[src/pkg/rtc_hours_pkg.sv]
// package for the hours-and-century counter stage of the clock chain
// assumes one 100 MHz clock and a byte-wide register port from the serial engine
package rtc_hours_pkg;

  localparam int unsigned CLK_HZ = 100_000_000;
  localparam int unsigned SETTLE_TIME_S = 1;
  localparam int unsigned SETTLE_CYCLES = SETTLE_TIME_S * CLK_HZ;

  localparam logic [7:0] HOURS_CENTURY_ADDR = 8'h02;
  localparam logic [7:0] UNMAPPED_RDATA = 8'h00;

  localparam int unsigned CENTURY_TRACK_ENABLE_BIT = 7;
  localparam int unsigned CENTURY_FLAG_FLAG_BIT = 6;
  localparam int unsigned HOUR_TENS_LSB = 4;
  localparam int unsigned HOUR_UNITS_LSB = 0;

  localparam logic [1:0] HOUR_TENS_MAX = 2'h2;
  localparam logic [3:0] HOUR_UNITS_MAX = 4'h9;
  localparam logic [3:0] HOUR_UNITS_LAST = 4'h3;

  localparam logic [7:0] HOURS_RESET = 8'h00;

  typedef struct packed {
    logic century_track_enable;
    logic century_flag;
    logic [1:0] hour_tens;
    logic [3:0] hour_units;
  } hours_century_reg_t;

  typedef struct packed {
    logic wr;
    logic rd;
    logic [7:0] addr;
    logic [7:0] wdata;
  } reg_req_t;

endpackage

[src/hdl/rtc_hours_century.sv]
// hours and century stage of the timekeeping counter chain: live count,
// readable copy that lags after a supply switchover, byte register port
// assumes minute carry, year wrap and second tick pulses come
// from logic on i_clk, one cycle wide each; i_main_power is a level on i_clk
// limitation: the switchover lag is bounded by the second tick, not counted
// here, so a missing tick leaves the readable copy frozen except for host writes
//
// Contract
// - the century flag only moves while century tracking is enabled, or by a host write.
// - with tracking enabled, each year wrap from 99 to 00 inverts the century flag.
// - the tens-of-hours digit is BCD in 24-hour form with legal values 0 to 2.
// - the units-of-hours digit is BCD with legal values 0 to 9.
// - an out-of-range tens digit written by the host keeps counting until the next wrap; an out-of-range units digit folds to zero at the next hour.
// - after backup-to-main switchover the readable hours may lag up to one second.
// - the register sits at address 2 with enable, flag, tens and units at 7, 6, 5:4, 3:0.
`timescale 1ns/1ps
`default_nettype none

module rtc_hours_century (
  input wire logic i_clk,
  input wire logic i_rst,
  input wire rtc_hours_pkg::reg_req_t i_req,
  input wire logic i_minute_carry,
  input wire logic i_year_wrap,
  input wire logic i_second_tick,
  input wire logic i_main_power,
  output var rtc_hours_pkg::hours_century_reg_t o_hours,
  output logic [7:0] o_rdata,
  output logic o_rvalid,
  output logic o_hour_carry
);
  import rtc_hours_pkg::*;

  hours_century_reg_t live;
  hours_century_reg_t counted;
  hours_century_reg_t next_live;
  hours_century_reg_t shadow;
  hours_century_reg_t next_shadow;
  logic host_write;
  logic read_hit;
  logic day_wrap;
  logic next_hour_carry;
  logic on_main;
  logic switchover;
  logic stale;
  logic next_stale;
  logic [7:0] next_rdata;

  ////////////////////////////////////////////////////////////////////////////
  // field and decode helpers

  function automatic logic addr_hit(input logic [7:0] addr);
    return addr == HOURS_CENTURY_ADDR;
  endfunction

  // byte to fields by bit position, so the struct order cannot drift from the map
  function automatic hours_century_reg_t unpack_reg(input logic [7:0] b);
    hours_century_reg_t r;
    r.century_track_enable = b[CENTURY_TRACK_ENABLE_BIT];
    r.century_flag = b[CENTURY_FLAG_FLAG_BIT];
    r.hour_tens = b[HOUR_TENS_LSB +: 2];
    r.hour_units = b[HOUR_UNITS_LSB +: 4];
    return r;
  endfunction

  function automatic logic [7:0] pack_reg(input hours_century_reg_t r);
    logic [7:0] b;
    b = 8'h00;
    b[CENTURY_TRACK_ENABLE_BIT] = r.century_track_enable;
    b[CENTURY_FLAG_FLAG_BIT] = r.century_flag;
    b[HOUR_TENS_LSB +: 2] = r.hour_tens;
    b[HOUR_UNITS_LSB +: 4] = r.hour_units;
    return b;
  endfunction

  // 23 is the last hour; a bad tens digit never matches, so it runs on to 39
  function automatic logic is_last_hour(input hours_century_reg_t h);
    return (h.hour_tens == HOUR_TENS_MAX) && (h.hour_units == HOUR_UNITS_LAST);
  endfunction

  // one hour forward; a bad units digit folds to zero on its own rollover
  function automatic hours_century_reg_t advance_hour(input hours_century_reg_t h);
    hours_century_reg_t n;
    n = h;
    if (is_last_hour(h)) begin
      n.hour_tens = 2'h0;
      n.hour_units = 4'h0;
    end else if (h.hour_units >= HOUR_UNITS_MAX) begin
      n.hour_units = 4'h0;
      n.hour_tens = h.hour_tens + 2'h1;
    end else begin
      n.hour_units = h.hour_units + 4'h1;
    end
    return n;
  endfunction

  ////////////////////////////////////////////////////////////////////////////
  // request decode

  assign host_write = i_req.wr && addr_hit(i_req.addr);
  assign read_hit = i_req.rd && addr_hit(i_req.addr);
  assign day_wrap = i_minute_carry && is_last_hour(live);

  ////////////////////////////////////////////////////////////////////////////
  // hour and century counting

  // count and century step, before any host write is laid over it
  always_comb begin
    counted = live;
    if (i_minute_carry) begin
      counted = advance_hour(live);
    end
    if (i_year_wrap && live.century_track_enable) begin
      counted.century_flag = ~live.century_flag;
    end
  end

  // host write wins over a same-cycle count, the host sees what it wrote
  assign next_live = host_write ? unpack_reg(i_req.wdata) : counted;

  always_ff @(posedge i_clk or posedge i_rst) begin
    if (i_rst) begin
      live <= hours_century_reg_t'(HOURS_RESET);
    end else begin
      live <= next_live;
    end
  end

  ////////////////////////////////////////////////////////////////////////////
  // day carry towards the day and date counters

  // a write over the last hour drops the carry, the day never saw 00
  assign next_hour_carry = day_wrap && !host_write;

  always_ff @(posedge i_clk or posedge i_rst) begin
    if (i_rst) begin
      o_hour_carry <= 1'h0;
    end else begin
      o_hour_carry <= next_hour_carry;
    end
  end

  ////////////////////////////////////////////////////////////////////////////
  // switchover detection; the readable copy waits for the next second tick

  assign switchover = i_main_power && !on_main;

  always_ff @(posedge i_clk or posedge i_rst) begin
    if (i_rst) begin
      on_main <= 1'h0;
    end else begin
      on_main <= i_main_power;
    end
  end

  // a switchover wins over a tick in the same cycle, so the lag is never skipped
  always_comb begin
    next_stale = stale;
    if (switchover) begin
      next_stale = 1'h1;
    end else if (i_second_tick) begin
      next_stale = 1'h0;
    end
  end

  always_ff @(posedge i_clk or posedge i_rst) begin
    if (i_rst) begin
      stale <= 1'h0;
    end else begin
      stale <= next_stale;
    end
  end

  ////////////////////////////////////////////////////////////////////////////
  // readable copy

  // host writes refresh it at once so a read-back shows what was written
  always_comb begin
    next_shadow = shadow;
    if (host_write || !stale || i_second_tick) begin
      next_shadow = next_live;
    end
  end

  always_ff @(posedge i_clk or posedge i_rst) begin
    if (i_rst) begin
      shadow <= hours_century_reg_t'(HOURS_RESET);
    end else begin
      shadow <= next_shadow;
    end
  end

  always_ff @(posedge i_clk or posedge i_rst) begin
    if (i_rst) begin
      o_hours <= hours_century_reg_t'(HOURS_RESET);
    end else begin
      o_hours <= shadow;
    end
  end

  ////////////////////////////////////////////////////////////////////////////
  // register read port

  assign next_rdata = read_hit ? pack_reg(shadow) : UNMAPPED_RDATA;

  always_ff @(posedge i_clk or posedge i_rst) begin
    if (i_rst) begin
      o_rvalid <= 1'h0;
    end else begin
      o_rvalid <= i_req.rd;
    end
  end

  // read data holds between reads
  always_ff @(posedge i_clk or posedge i_rst) begin
    if (i_rst) begin
      o_rdata <= UNMAPPED_RDATA;
    end else if (i_req.rd) begin
      o_rdata <= next_rdata;
    end
  end

endmodule

`default_nettype wire

[config.mk]
export PLATFORM = sky130hd
export DESIGN_NAME = rtc_hours_century
export DESIGN_NICKNAME = d
export VERILOG_FILES = /design/src/pkg/rtc_hours_pkg.sv /design/src/hdl/rtc_hours_century.sv
export SDC_FILE = /design/constraint.sdc
export NUM_CORES = 1
export LEC_CHECK = 0
export ABC_AREA = 1
export BUFFER_PORTS_ARGS = -buffer_cell sky130_fd_sc_hd__buf_2
export CAP_MARGIN = 20
export CORE_MARGIN = 4
export CORE_UTILIZATION = 54
export CTS_BUF_LIST = sky130_fd_sc_hd__clkbuf_2
export DETAILED_ROUTE_END_ITERATION = 7
export GPL_TIMING_DRIVEN = 0
export PLACE_DENSITY = 0.87
export SYNTH_ARGS = -nofsm -noshare
export SYNTH_HDL_FRONTEND = slang
export SYNTH_SLANG_ARGS = --single-unit
[constraint.sdc]
create_clock -name i_clk -period 1.5 [get_ports i_clk]
set_clock_uncertainty 0.1 [all_clocks]
set_input_delay 0.15 -clock i_clk [delete_from_list [all_inputs] [get_ports i_clk]]
set_output_delay 0.15 -clock i_clk [all_outputs]
set_load 0.03 [all_outputs]
==> results of run 1 <==
==> cell type report <==
cell class                 instances  area (µm²)
buffer                             3        20.0
clock buffer                       5        25.0
clock inverter                     3        42.5
fill                             189         656
inverter                          23        86.3
multi-input combinational        109         617
sequential                        36         902
tap                               31        38.8
timing repair buffer              56         370
==> state kept, by name, summed over array words and instances, names as in the netlist <==
register / flops
o_rvalid: 1
on_main: 1
o_hour_carry: 1
shadow: 8
live: 8
o_rdata: 8
o_hours: 8
stale: 1
==> per-layer routing <==
layer | GRT usage (%) | vias up | wire (µm)
li1 | - | 665 | -
met1 | 24.0 | 637 | 1400
met2 | 32.0 | 55 | 1780
met3 | 5.79 | 7 | 245
met4 | 6.67 | 0 | 48
met5 | 0 | - | 0
==> worst paths after layout <==
kind	startpoint	cells past startpoint	slack, ns	endpoint
min reg2reg	shadow[7]$_DFFE_PP0P_	0	0.34	o_hours[7]$_DFF_PP0_
max	live[0]$_DFF_PP0_	10	0.02	shadow[0]$_DFFE_PP0P_
min	i_year_wrap	4	0.11	live[6]$_DFF_PP0_
min in group asynchronous	i_rst	3	0.30	o_rdata[6]$_DFFE_PP0P_
max in group asynchronous	i_rst	4	0.45	live[0]$_DFF_PP0_
max reg2reg	live[0]$_DFF_PP0_	10	0.02	shadow[0]$_DFFE_PP0P_
==> synthesized netlist by cell type (all sizes together) <==
| cell type | n | area share (%) |
|---|---|---|
| nand4 | 7 | 2.8 |
| xor2 | 3 | 1.7 |
| buf | 2 | 1.0 |
| nand3 | 21 | 7.1 |
| or2 | 3 | 1.2 |
| a31oi | 1 | 0.40 |
| nand2 | 42 | 11 |
| clkbuf | 1 | 0.24 |
| inv | 23 | 5.5 |
| dfrtp | 36 | 58 |
| nor2 | 14 | 3.5 |
| and2 | 4 | 1.6 |
| o21ai | 9 | 2.9 |
| o22ai | 1 | 0.40 |
| ha | 4 | 3.2 |
==> power by group through the flow <==
stage          sequential [mW]  clock [mW]  combinational, mW
2_1_floorplan             1.60           0              0.478
3_3_place_gp              1.45           0              0.866
3_5_place_dp              1.46           0              0.905
4_1_cts                   1.44       0.613              0.939
5_1_grt                   1.51       0.656               1.22
6_report                  1.47       0.596               1.10
==> logic make-up (layout without fill, tap and decap cells) <==
kind of cell               Yosys count  count (layout)  share of synthesized area, %
AOI/OAI and AO/OA                   11              11                          3.69
xor gates and xnor gates             3               3                          1.69
adders and majority gates            4               4                          3.21
buffers and inverters               26              90                          6.82
DFF                                 36              36                          57.8
and+or+nand+nor                     91              91                          26.8
==> through the flow <==
step                worst slack, ns  hold slack [ns]  TNS [ns]  instance area (µm²)
global route                -0.0816            0.107    -0.136                 2100
finish                       0.0161            0.106         0                 2100
detailed placement          -0.0173            0.174   -0.0173                 1830
floorplan                     0.146           0.0814         0                 1560
CTS                         0.00144           0.0877         0                 2030
global placement             0.0154            0.172         0                 1800
==> what timing repair did <==
action	4_1_cts	5_1_grt
gates resized for setup	1	18
hold buffers	13	0
pin swaps	0	8
setup endpoints to repair	2	12
endpoints found under the hold margin	39	0
buffers inserted	0	1
==> worst min-delay path: stages <==
cell and delay (ns):
sky130_fd_sc_hd__buf_2 0.07, sky130_fd_sc_hd__nand2_1 0.05, sky130_fd_sc_hd__xor2_1 0.13, sky130_fd_sc_hd__o21ai_0 0.13
==> cells in the final DEF (no fill, tap or decap), types with 2 or more instances in the layout <==
master / count
sky130_fd_sc_hd__o21ai_0: 9
sky130_fd_sc_hd__buf_2: 42
sky130_fd_sc_hd__dlygate4sd3_1: 13
sky130_fd_sc_hd__nand3_1: 16
sky130_fd_sc_hd__xor2_1: 3
sky130_fd_sc_hd__or2_1: 3
sky130_fd_sc_hd__nor2_1: 12
sky130_fd_sc_hd__nand4_1: 7
sky130_fd_sc_hd__dfrtp_1: 35
sky130_fd_sc_hd__nand2_2: 2
sky130_fd_sc_hd__nand3_2: 5
sky130_fd_sc_hd__ha_2: 2
sky130_fd_sc_hd__and2_1: 4
sky130_fd_sc_hd__nand2_4: 3
sky130_fd_sc_hd__inv_1: 21
sky130_fd_sc_hd__clkbuf_2: 5
sky130_fd_sc_hd__inv_2: 2
sky130_fd_sc_hd__nand2_1: 37
==> reports/summary.md, run 1 <==
Detailed routing inserted a total of 1364 vias. For the utilization after layout, the log shows 76.2%. Traced cell by cell, the critical path runs through ha_4 -> nor2_4 -> nand2_4 -> nand2_4 -> nand3_2 -> nand2_2 -> nand3_2 -> nand2_2 -> nand2_1 -> nand2_1. The flow ran to the end, and the final reports show no timing, DRC or antenna violations. Pin placement for this block handled 42 I/O pins.

The number of nets with antenna violations after detailed routing is 0. CTS placed an instance of sky130_fd_sc_hd__clkbuf_2 at the clock tree root. The fraction of power spent switching nets was 38.3%; the slew at the pin closest to its max-slew limit was 0.723 ns. The total nets after synthesis was 199; the clock slew seen by the registers of the worst setup and hold paths was 0.18 ns. The startpoint-to-endpoint class of the critical path was reg -> reg. The post-route minimum period is 1.48 ns.

For the switching power total, the log shows 1.21 mW. For the internal power component, the log shows 1.95 mW. The tool flagged a number of max-cap violations equal to 0. The worst slew margin relative to its limit is 51.7%. Before antenna repair, the detailed router went through 5 iterations. The post-detailed-routing wire length was 3470 µm; the total power consumption of the routed design was 3.17 mW. For the gate count of the mapped netlist, the log shows 171. Summed over all layers, the global routing overflow is 0.

The proportion of synthesized chip area in sequential cells is 57.8%. The first global-routing pass estimated 5240 µm of wire. Number of cells in the design after placement: 244. Counting flops and latches in the post-synthesis netlist gives 36. The family with the most delay on the worst path is simple AND/OR/NAND/NOR gates. The reported leakage power is 1.11 nW.

The pin count of the biggest net entering global routing is 20, and the sum of net half-perimeters after detailed placement is 2370 µm. The total count of max-transition violations in the final report is 0, and the initial cell density of the core is 56.5%. Data arrives at the worst endpoint at 1.72 ns. The number of failing setup endpoints in the final timing report is 0. The total core area was 2760 µm².

VDD sags by at most 1.25 mV. In this run the worst hold path is classified as in -> reg. Dividing the detail-routed via count by the number of cells gives 5.13.

The clock passes through at most 2 buffers. For this run, the slowest stage of the critical path takes 0.50 ns. The total global routing track utilization is 19.2%, and the antenna diode instance count is 0. The distinct cell type count of the synthesized netlist was 19; the power density normalized to cell area was 1510 nW/µm². Upper clock frequency limit: 674 MHz. Share of power burned in the clock network: 18.8%.

TritonCTS built the clock tree. The die is 61.7 µm tall. Cells with a size suffix above 1 make up 30.2% of the layout.

The critical path contains buffers and inverters numbering 0 combined. After synthesis the cells add up to 1560 µm². The post-layout net count was 262; the number of buffer cells added on primary ports was 41. The initial antenna violation count was 0; the final cell count without fillers was 266. The maximum fanout count along the critical path is 5, and the TritonCTS buffer count is 5. The number of DRC markers in iteration 0 was 50; the mean area per synthesized cell was 9.12 µm². At the end of routability-driven placement, the weighted congestion stood at 0.825. The Yosys step of the flow raised 0 warnings. Clock tree synthesis found a total of 36 sinks.

In the final routed layout, each cell accounts on average for 13.0 µm. STA classifies the critical path startpoint as a flip-flop. After layout, the worst path uses 98.9% of the clock period. The worst setup path is captured at a flip-flop. Slowest cell on the critical path: sky130_fd_sc_hd__dfrtp_2. The H-tree was split into 2 levels. The horizontal die dimension works out to 61.7 µm.

The part of the power in registers is 46.4%, and the logic gate share of total power is 34.9%. The hold violation count in the final report came out at 0. Setup repair after global routing could not meet its margin everywhere. The total DRC errors in the routed layout is 0, and the die area is 3810 µm². For the worst setup path, the data required time is 1.74 ns. Compared with the post-synthesis result, the final layout area differs by 34.8%. The via count of the first global-routing pass was 1237; the number of core rows was 19. Clock latency on the worst-skew pair, taken at its later pin, is 0.37 ns.
No activity file was read; power rests on OpenSTA's default activity.
==> run 2, diff against run 1 <==
- CORE_UTILIZATION: 54 -> 51
- CTS_BUF_LIST: sky130_fd_sc_hd__clkbuf_2 -> sky130_fd_sc_hd__clkbuf_4 sky130_fd_sc_hd__clkbuf_8 sky130_fd_sc_hd__clkbuf_16
- PLACE_DENSITY: 0.87 -> 0.83
==> reports/summary.md, run 2 (synthesis gave the netlist of run 1 again) <==
Of the cells placed in the final design, the portion with a size suffix greater than 1 is 30.2%. In the layout the commonest cells are sky130_fd_sc_hd__buf_2 (42), sky130_fd_sc_hd__nand2_1 (39), sky130_fd_sc_hd__dfrtp_1 (35). The floorplan step defined a die boundary enclosing 4010 µm². The worst path needs 1.52 ns of the cycle, external delays included. Detailed placement finished with a half-perimeter wire length of 2280 µm.

The run gives 1 as the number of failing setup endpoints in the final timing report. Pin placement for this block handled 42 I/O pins. After floorplanning, the core was divided into 19 placement rows. STA classifies the critical path endpoint as a flip-flop.

Once placement completed, the tool counted placed cells totaling 244. The startpoint of the most critical register-to-register path is live[0]$_DFF_PP0_. The repair_antennas step left the layout with diodes totalling 0. Summed over all layers, the routed wires come to 3280 µm. Headroom to the max-slew limit came out at 52.7%.

The nature of the critical path startpoint was a flip-flop. VDD sags by at most 0.976 mV. The flow ran to the end, but the final reports show violations. The tools report the smallest setup slack after layout as -0.0218 ns. TritonCTS built the clock tree.

The initial antenna violation count is 0. Global routing consumed, over all layers together, 16.4% of the routing resources. The clock network latency to the later pin of the worst-skew pair is 0.33 ns. The initial cell density of the core is 55.1%, and the pin count of the biggest net entering global routing is 21. The buffers plus inverters on the worst setup path is 0, and the filler cell count in the final layout is 203. The horizontal die dimension is 63.3 µm.

The signal on the critical path passes through ha_4 -> nor2_4 -> nand2_4 -> nand3_2 -> nand2_1 -> nand4_1 -> nand2_1 -> nand2_1 -> nand2_1. The leading cell type in the layout, fill and taps excluded is sky130_fd_sc_hd__buf_2. By instance count, the cell type seen most on the critical path is sky130_fd_sc_hd__nand2_1.

The run gives 2 as the maximum buffer depth of the clock tree. The number of logic stages on the critical path including buffering is 9, and the number of vias in the routed layout is 1308. The tightest min-delay check is of the in -> reg type. In this run the remaining antenna-violating nets after routing total 0. Number of DRC markers in iteration 0: 23. For the pin with the worst max-slew slack, the measured transition is 0.708 ns. The logs give 0 for the total DRC errors in the routed layout and 263 for the final cell count without fillers.

For the worst flop-to-flop path, the logic depth is 9. The total area inside the core boundary comes to 2830 µm². The power density normalized to cell area was 1560 nW/µm². The first TritonRoute pass finished after 4 iterations. The most critical setup path has its endpoint at shadow[5]$_DFFE_PP0P_. STA puts the critical path data required time at 1.63 ns. The post-layout net count is 259. The first global-routing pass estimated 5200 µm of wire. The checks that failed: negative setup slack. Summed over all layers, the global routing overflow is 0. From synthesis to final layout, the design area changed by 33.1%. In the finished design, the share of the clock period the worst path needs comes to 101%. For this run, the slowest stage of the critical path takes 0.47 ns.

The reg2reg setup slack is -0.02 ns. The number of clock sinks is 36, and the via count of the first global-routing pass is 1235. The critical register-to-register path endpoint was shadow[5]$_DFFE_PP0P_.

The critical path starts at live[0]$_DFF_PP0_. The number of clock buffers added by TritonCTS is 5. For this design the static power due to leakage is 1.09 nW. In this run the clock root is driven by a sky130_fd_sc_hd__clkbuf_4.

The upper clock frequency limit came out at 657 MHz. Among all stages on the critical path, the largest delay is contributed by sky130_fd_sc_hd__dfrtp_2. The hold violation count in the final report is 0. Clock-pin slew was measured on the worst setup and hold paths at 0.11 ns. The H-tree depth is 2.

The height of the chip came out at 63.3 µm. Setup repair after global routing could not meet its margin everywhere. The total count of max-transition violations in the final report was 0; the weighted congestion at the end of routability-driven global placement was 0.856. The maximum fanout count along the critical path works out to 5. The worst setup path is of the reg -> reg kind. Max-cap violations in this run came to 0. The total power consumption of the routed design is 3.24 mW.

The run gives -0.0218 ns as the total negative slack. The via-per-instance ratio works out to 4.97. The number of buffer cells added on primary ports was 41; the detailed-route wire length per cell was 12.5 µm. Worst path arrival time: 1.65 ns. Family with the most delay on the worst path: simple AND/OR/NAND/NOR gates.
## run 2: cell types whose count changed in the layout (fill, tap and decap cells not counted), moves of 2 or more
cell                            previous run  this run
sky130_fd_sc_hd__nand2_2                   2         0
sky130_fd_sc_hd__clkbuf_2                  5         0
sky130_fd_sc_hd__nand2_1                  37        39
sky130_fd_sc_hd__dlygate4sd3_1            13         9
sky130_fd_sc_hd__clkbuf_4                  0         5
## run 2: worst min path at each step
| stage | startpoint | endpoint | slack (ns) | cells past startpoint |
|---|---|---|---|---|
| floorplan | i_req[16] | o_rvalid$_DFF_PP0_ | 0.08 | 0 |
| global placement | i_main_power | on_main$_DFF_PP0_ | 0.17 | 1 |
| detailed placement | i_main_power | on_main$_DFF_PP0_ | 0.18 | 1 |
| CTS | i_minute_carry | o_hour_carry$_DFF_PP0_ | 0.03 | 3 |
| global route | i_req[3] | live[3]$_DFF_PP0_ | 0.05 | 3 |
| finish | i_req[1] | live[1]$_DFF_PP0_ | 0.04 | 3 |
## run 2: final cells by class
cell class	count	area [µm²]	share of cell area [%]
Tap cell	31	38.8	1.87
Sequential cell	36	902	43.5
Inverter	23	86.3	4.16
Timing Repair Buffer	53	338	16.3
Clock inverter	3	42.5	2.05
Multi-Input combinational cell	109	609	29.4
Clock buffer	5	37.5	1.81
Buffer	3	20.0	0.965
## run 2: stage by stage
step           instance area (µm²)  setup WS [ns]  util (%)  hold WS (ns)
2_1_floorplan                 1560          0.146         -        0.0814
3_3_place_gp                  1800         0.0149      63.7         0.171
3_5_place_dp                  1830      0.0000444      64.7         0.178
4_1_cts                       2000        0.00658      70.8        0.0306
5_1_grt                       2070        -0.0822      73.3        0.0469
6_report                      2070        -0.0218      73.3        0.0385
## run 2: report_power, final
group | switching, mW | internal [mW]
Clock | 0.320 | 0.347
Combinational | 0.685 | 0.426
Sequential | 0.217 | 1.25
## run 2: worst reg2reg max path: cells and delay by family (launching register included)
family / cells / cell delay [ns]
simple gates: 8 / 0.67
flops: 1 / 0.47
fa+ha+maj: 1 / 0.18
## run 2: per-layer routing
layer	vias to the layer above	track usage (%)	share of wire (%)
li1	661	-	-
met1	598	19.3	42
met2	45	28.9	50
met3	4	4.80	6.9
met4	0	4.85	0.73
met5	-	0	0
## run 2: timing repair
| item | CTS | global route |
|---|---|---|
| hold buffers | 9 | 0 |
| buffers inserted | 0 | 2 |
| pin swaps | 0 | 12 |
| hold endpoints to repair | 25 | 0 |
| cloned | 0 | 0 |
| resized for setup | 1 | 16 |
| setup endpoints to repair | 1 | 11 |
==> run 3, diff against run 2 <==
- CORE_ASPECT_RATIO: unset -> 1.5
- CORE_MARGIN: 4 -> 1
==> reports/summary.md, run 3 (synthesis gave the netlist of run 1 again) <==
In the layout the commonest cells are sky130_fd_sc_hd__buf_2 (42), sky130_fd_sc_hd__nand2_1 (37), sky130_fd_sc_hd__dfrtp_1 (35). TritonCTS built the clock tree. Leaving out fill and tap cells, the most frequent cell in the layout is sky130_fd_sc_hd__buf_2. The critical path is of the reg -> reg type. The final cell count without fillers is 269. The antenna diode instance count was 0; the initial cell density of the core was 53.5%. Fill cells in the final layout number 229. Summed over all failing endpoints, the final setup total negative slack is 0 ns. The first global-routing pass estimated 5530 µm of wire.

The area growth from synthesis to layout is 33.2%. The power density normalized to cell area was 1610 nW/µm²; the via count of the first global-routing pass was 1366. The multi-input combinational cells in the finished layout cover a total of 612 µm². Detailed placement ended at an HPWL of 2330 µm.

For this design the static power due to leakage is 1.09 nW. The core region is 2910 µm². The total count of max-transition violations in the final report is 0, and the number of buffer cells added on primary ports is 41. The die area was 3290 µm²; the clock slew seen by the registers of the worst setup and hold paths was 0.07 ns.

At the end of the flow, the number of nets in the layout was 257. For the worst setup path, the data arrival time is 1.52 ns. Counting the buffers created by CTS gives 5. The initialized floorplan defines 24 standard-cell rows. After layout, the minimum clock period comes to 1.44 ns. Detailed-route wire length per cell: 11.8 µm. The number of vias in the routed layout was 1343. For the pin with the worst max-slew slack, the measured transition is 0.630 ns. Global routing finished with a remaining overflow of 0. The total I/O pin count is 42, and the highest ir drop seen on vdd is 1.00 mV. In the final layout, flip-flops and latches occupy 902 µm². Of the available clock period, the critical path in the final layout requires 96.3%. The run gives 4 as the number of detailed-routing iterations run before antenna repair. For this design, the sink count on the clock tree is 36. The worst register-to-register path has a depth of 9.

Setup violations remaining at the end of the flow were counted as 0. The run gives 34 as the number of DRC markers in iteration 0. The run gives 3180 µm as the post-detailed-routing wire length.

After detailed routing, the number of vias per cell comes to 4.99. The tools report the number of cells in the design after placement as 252. In the final layout, the share of cells above drive strength 1 is 32.2%. Across the run, the number of max-cap violations was 0. For the total power consumption of the routed design, the log shows 3.34 mW.

In this run the worst hold path is classified as in -> reg. STA classifies the critical path startpoint as a flip-flop. The total DRC errors in the routed layout was 0. The count of nets left with antenna violations once routing finished came out at 0. The maximum fanout count along the critical path works out to 5. The worst hold path passes through 3 cells. The weighted congestion at the end of routability-driven global placement is 0.804, and the worst slew margin relative to its limit is 58.0%. The logs give 22 for the pin count of the biggest net entering global routing and 23.4% for the total global routing track utilization.

Derived from the worst setup path, the maximum achievable clock frequency is 692 MHz. The tools report the sort of element at the end of the critical path as a flip-flop. The initial antenna violation count was 0; the clock network latency to the later pin of the worst-skew pair was 0.28 ns.

For the maximum buffer depth of the clock tree, the log shows 2. The horizontal die dimension came out at 47.1 µm. From bottom edge to top edge, the die measures 69.7 µm.

The hold violation count in the final report came out at 0. The root buffer selected by CTS is sky130_fd_sc_hd__clkbuf_8. For the data required time at the worst endpoint, the log shows 1.58 ns. The H-tree depth was 2. The flow ran to the end, and the final reports show no timing, DRC or antenna violations.

Setup repair after global routing could not meet its margin everywhere.
==> run 3: changes by cell type in the layout (fill, tap and decap cells not counted), sizes merged <==
| cell | delta |
|---|---|
| bufinv | -1 |
| clkinv | -1 |
| buf | +3 |
| clkbuf | +2 |
| dlygate4sd3 | -5 |
==> run 3: worst max-delay path, stage by stage (launching register included) <==
cell                      delay (ns)
sky130_fd_sc_hd__dfrtp_2        0.46
sky130_fd_sc_hd__ha_4           0.18
sky130_fd_sc_hd__nor2_4         0.09
sky130_fd_sc_hd__nand2_4        0.07
sky130_fd_sc_hd__nand3_1        0.10
sky130_fd_sc_hd__nand2_1        0.06
sky130_fd_sc_hd__nand4_1        0.09
sky130_fd_sc_hd__nand2_1        0.08
sky130_fd_sc_hd__nand2_1        0.06
sky130_fd_sc_hd__nand2_1        0.04
==> run 3: worst paths after layout <==
check / startpoint / slack [ns] / to
max in group asynchronous: i_rst / 0.38 / live[0]$_DFF_PP0_
min in group asynchronous: i_rst / 0.40 / o_hours[4]$_DFF_PP0_
hold / removal: i_req[5] / 0.006 / live[5]$_DFF_PP0_
setup / recovery: live[0]$_DFF_PP0_ / 0.06 / shadow[5]$_DFFE_PP0P_
setup reg to reg: live[0]$_DFF_PP0_ / 0.06 / shadow[5]$_DFFE_PP0P_
hold reg to reg: shadow[7]$_DFFE_PP0P_ / 0.30 / o_hours[7]$_DFF_PP0_
==> run 3: repair_timing <==
item / 4_1_cts / 5_1_grt
pin swaps: 5 / 9
hold buffers: 4 / 0
hold endpoints to repair: 18 / 0
buffers inserted: 5 / 0
endpoints found under the setup margin: 2 / 8
gates resized for setup: 9 / 9
==> run 3: metrics by stage <==
stage	instance area, µm²	utilization (%)	hold WS, ns	setup WS [ns]
after floorplan	1560	-	0.0814	0.146
after global placement	1810	62.2	0.172	-0.0120
final	2080	71.3	0.00587	0.0556
after CTS	2040	70.1	0.00491	0.00601
after detailed placement	1840	63.2	0.157	-0.0739
after global routing	2080	71.3	0.00875	-0.0226
==> run 3: final cells by class <==
| class | count | share of cell area (%) |
|---|---|---|
| flip-flops and latches | 36 | 43.4 |
| multi-input cells | 109 | 29.5 |
| repair buffers | 51 | 14.9 |
| clock buffers | 7 | 4.34 |
| inverters | 23 | 4.16 |
| well taps | 39 | 2.35 |
| plain buffers | 3 | 0.964 |
| clock inverters | 1 | 0.361 |
==> run 3: where the power goes <==
group          leakage [nW]  total, mW  internal (mW)  switching, mW
Sequential            0.457       1.46           1.25          0.205
Combinational         0.590       1.16          0.475          0.682
Clock                0.0479      0.726          0.391          0.335
==> run 3: metal layers <==
metal | wire [µm] | global-route usage, % | share of wire [%] | up-vias
met5 | 0 | 0 | 0 | -
met4 | 60 | 11.1 | 1.9 | 0
met3 | 114 | 4.95 | 3.6 | 6
met2 | 1790 | 40.4 | 56 | 41
met1 | 1220 | 25.1 | 38 | 634
li1 | - | - | - | 662
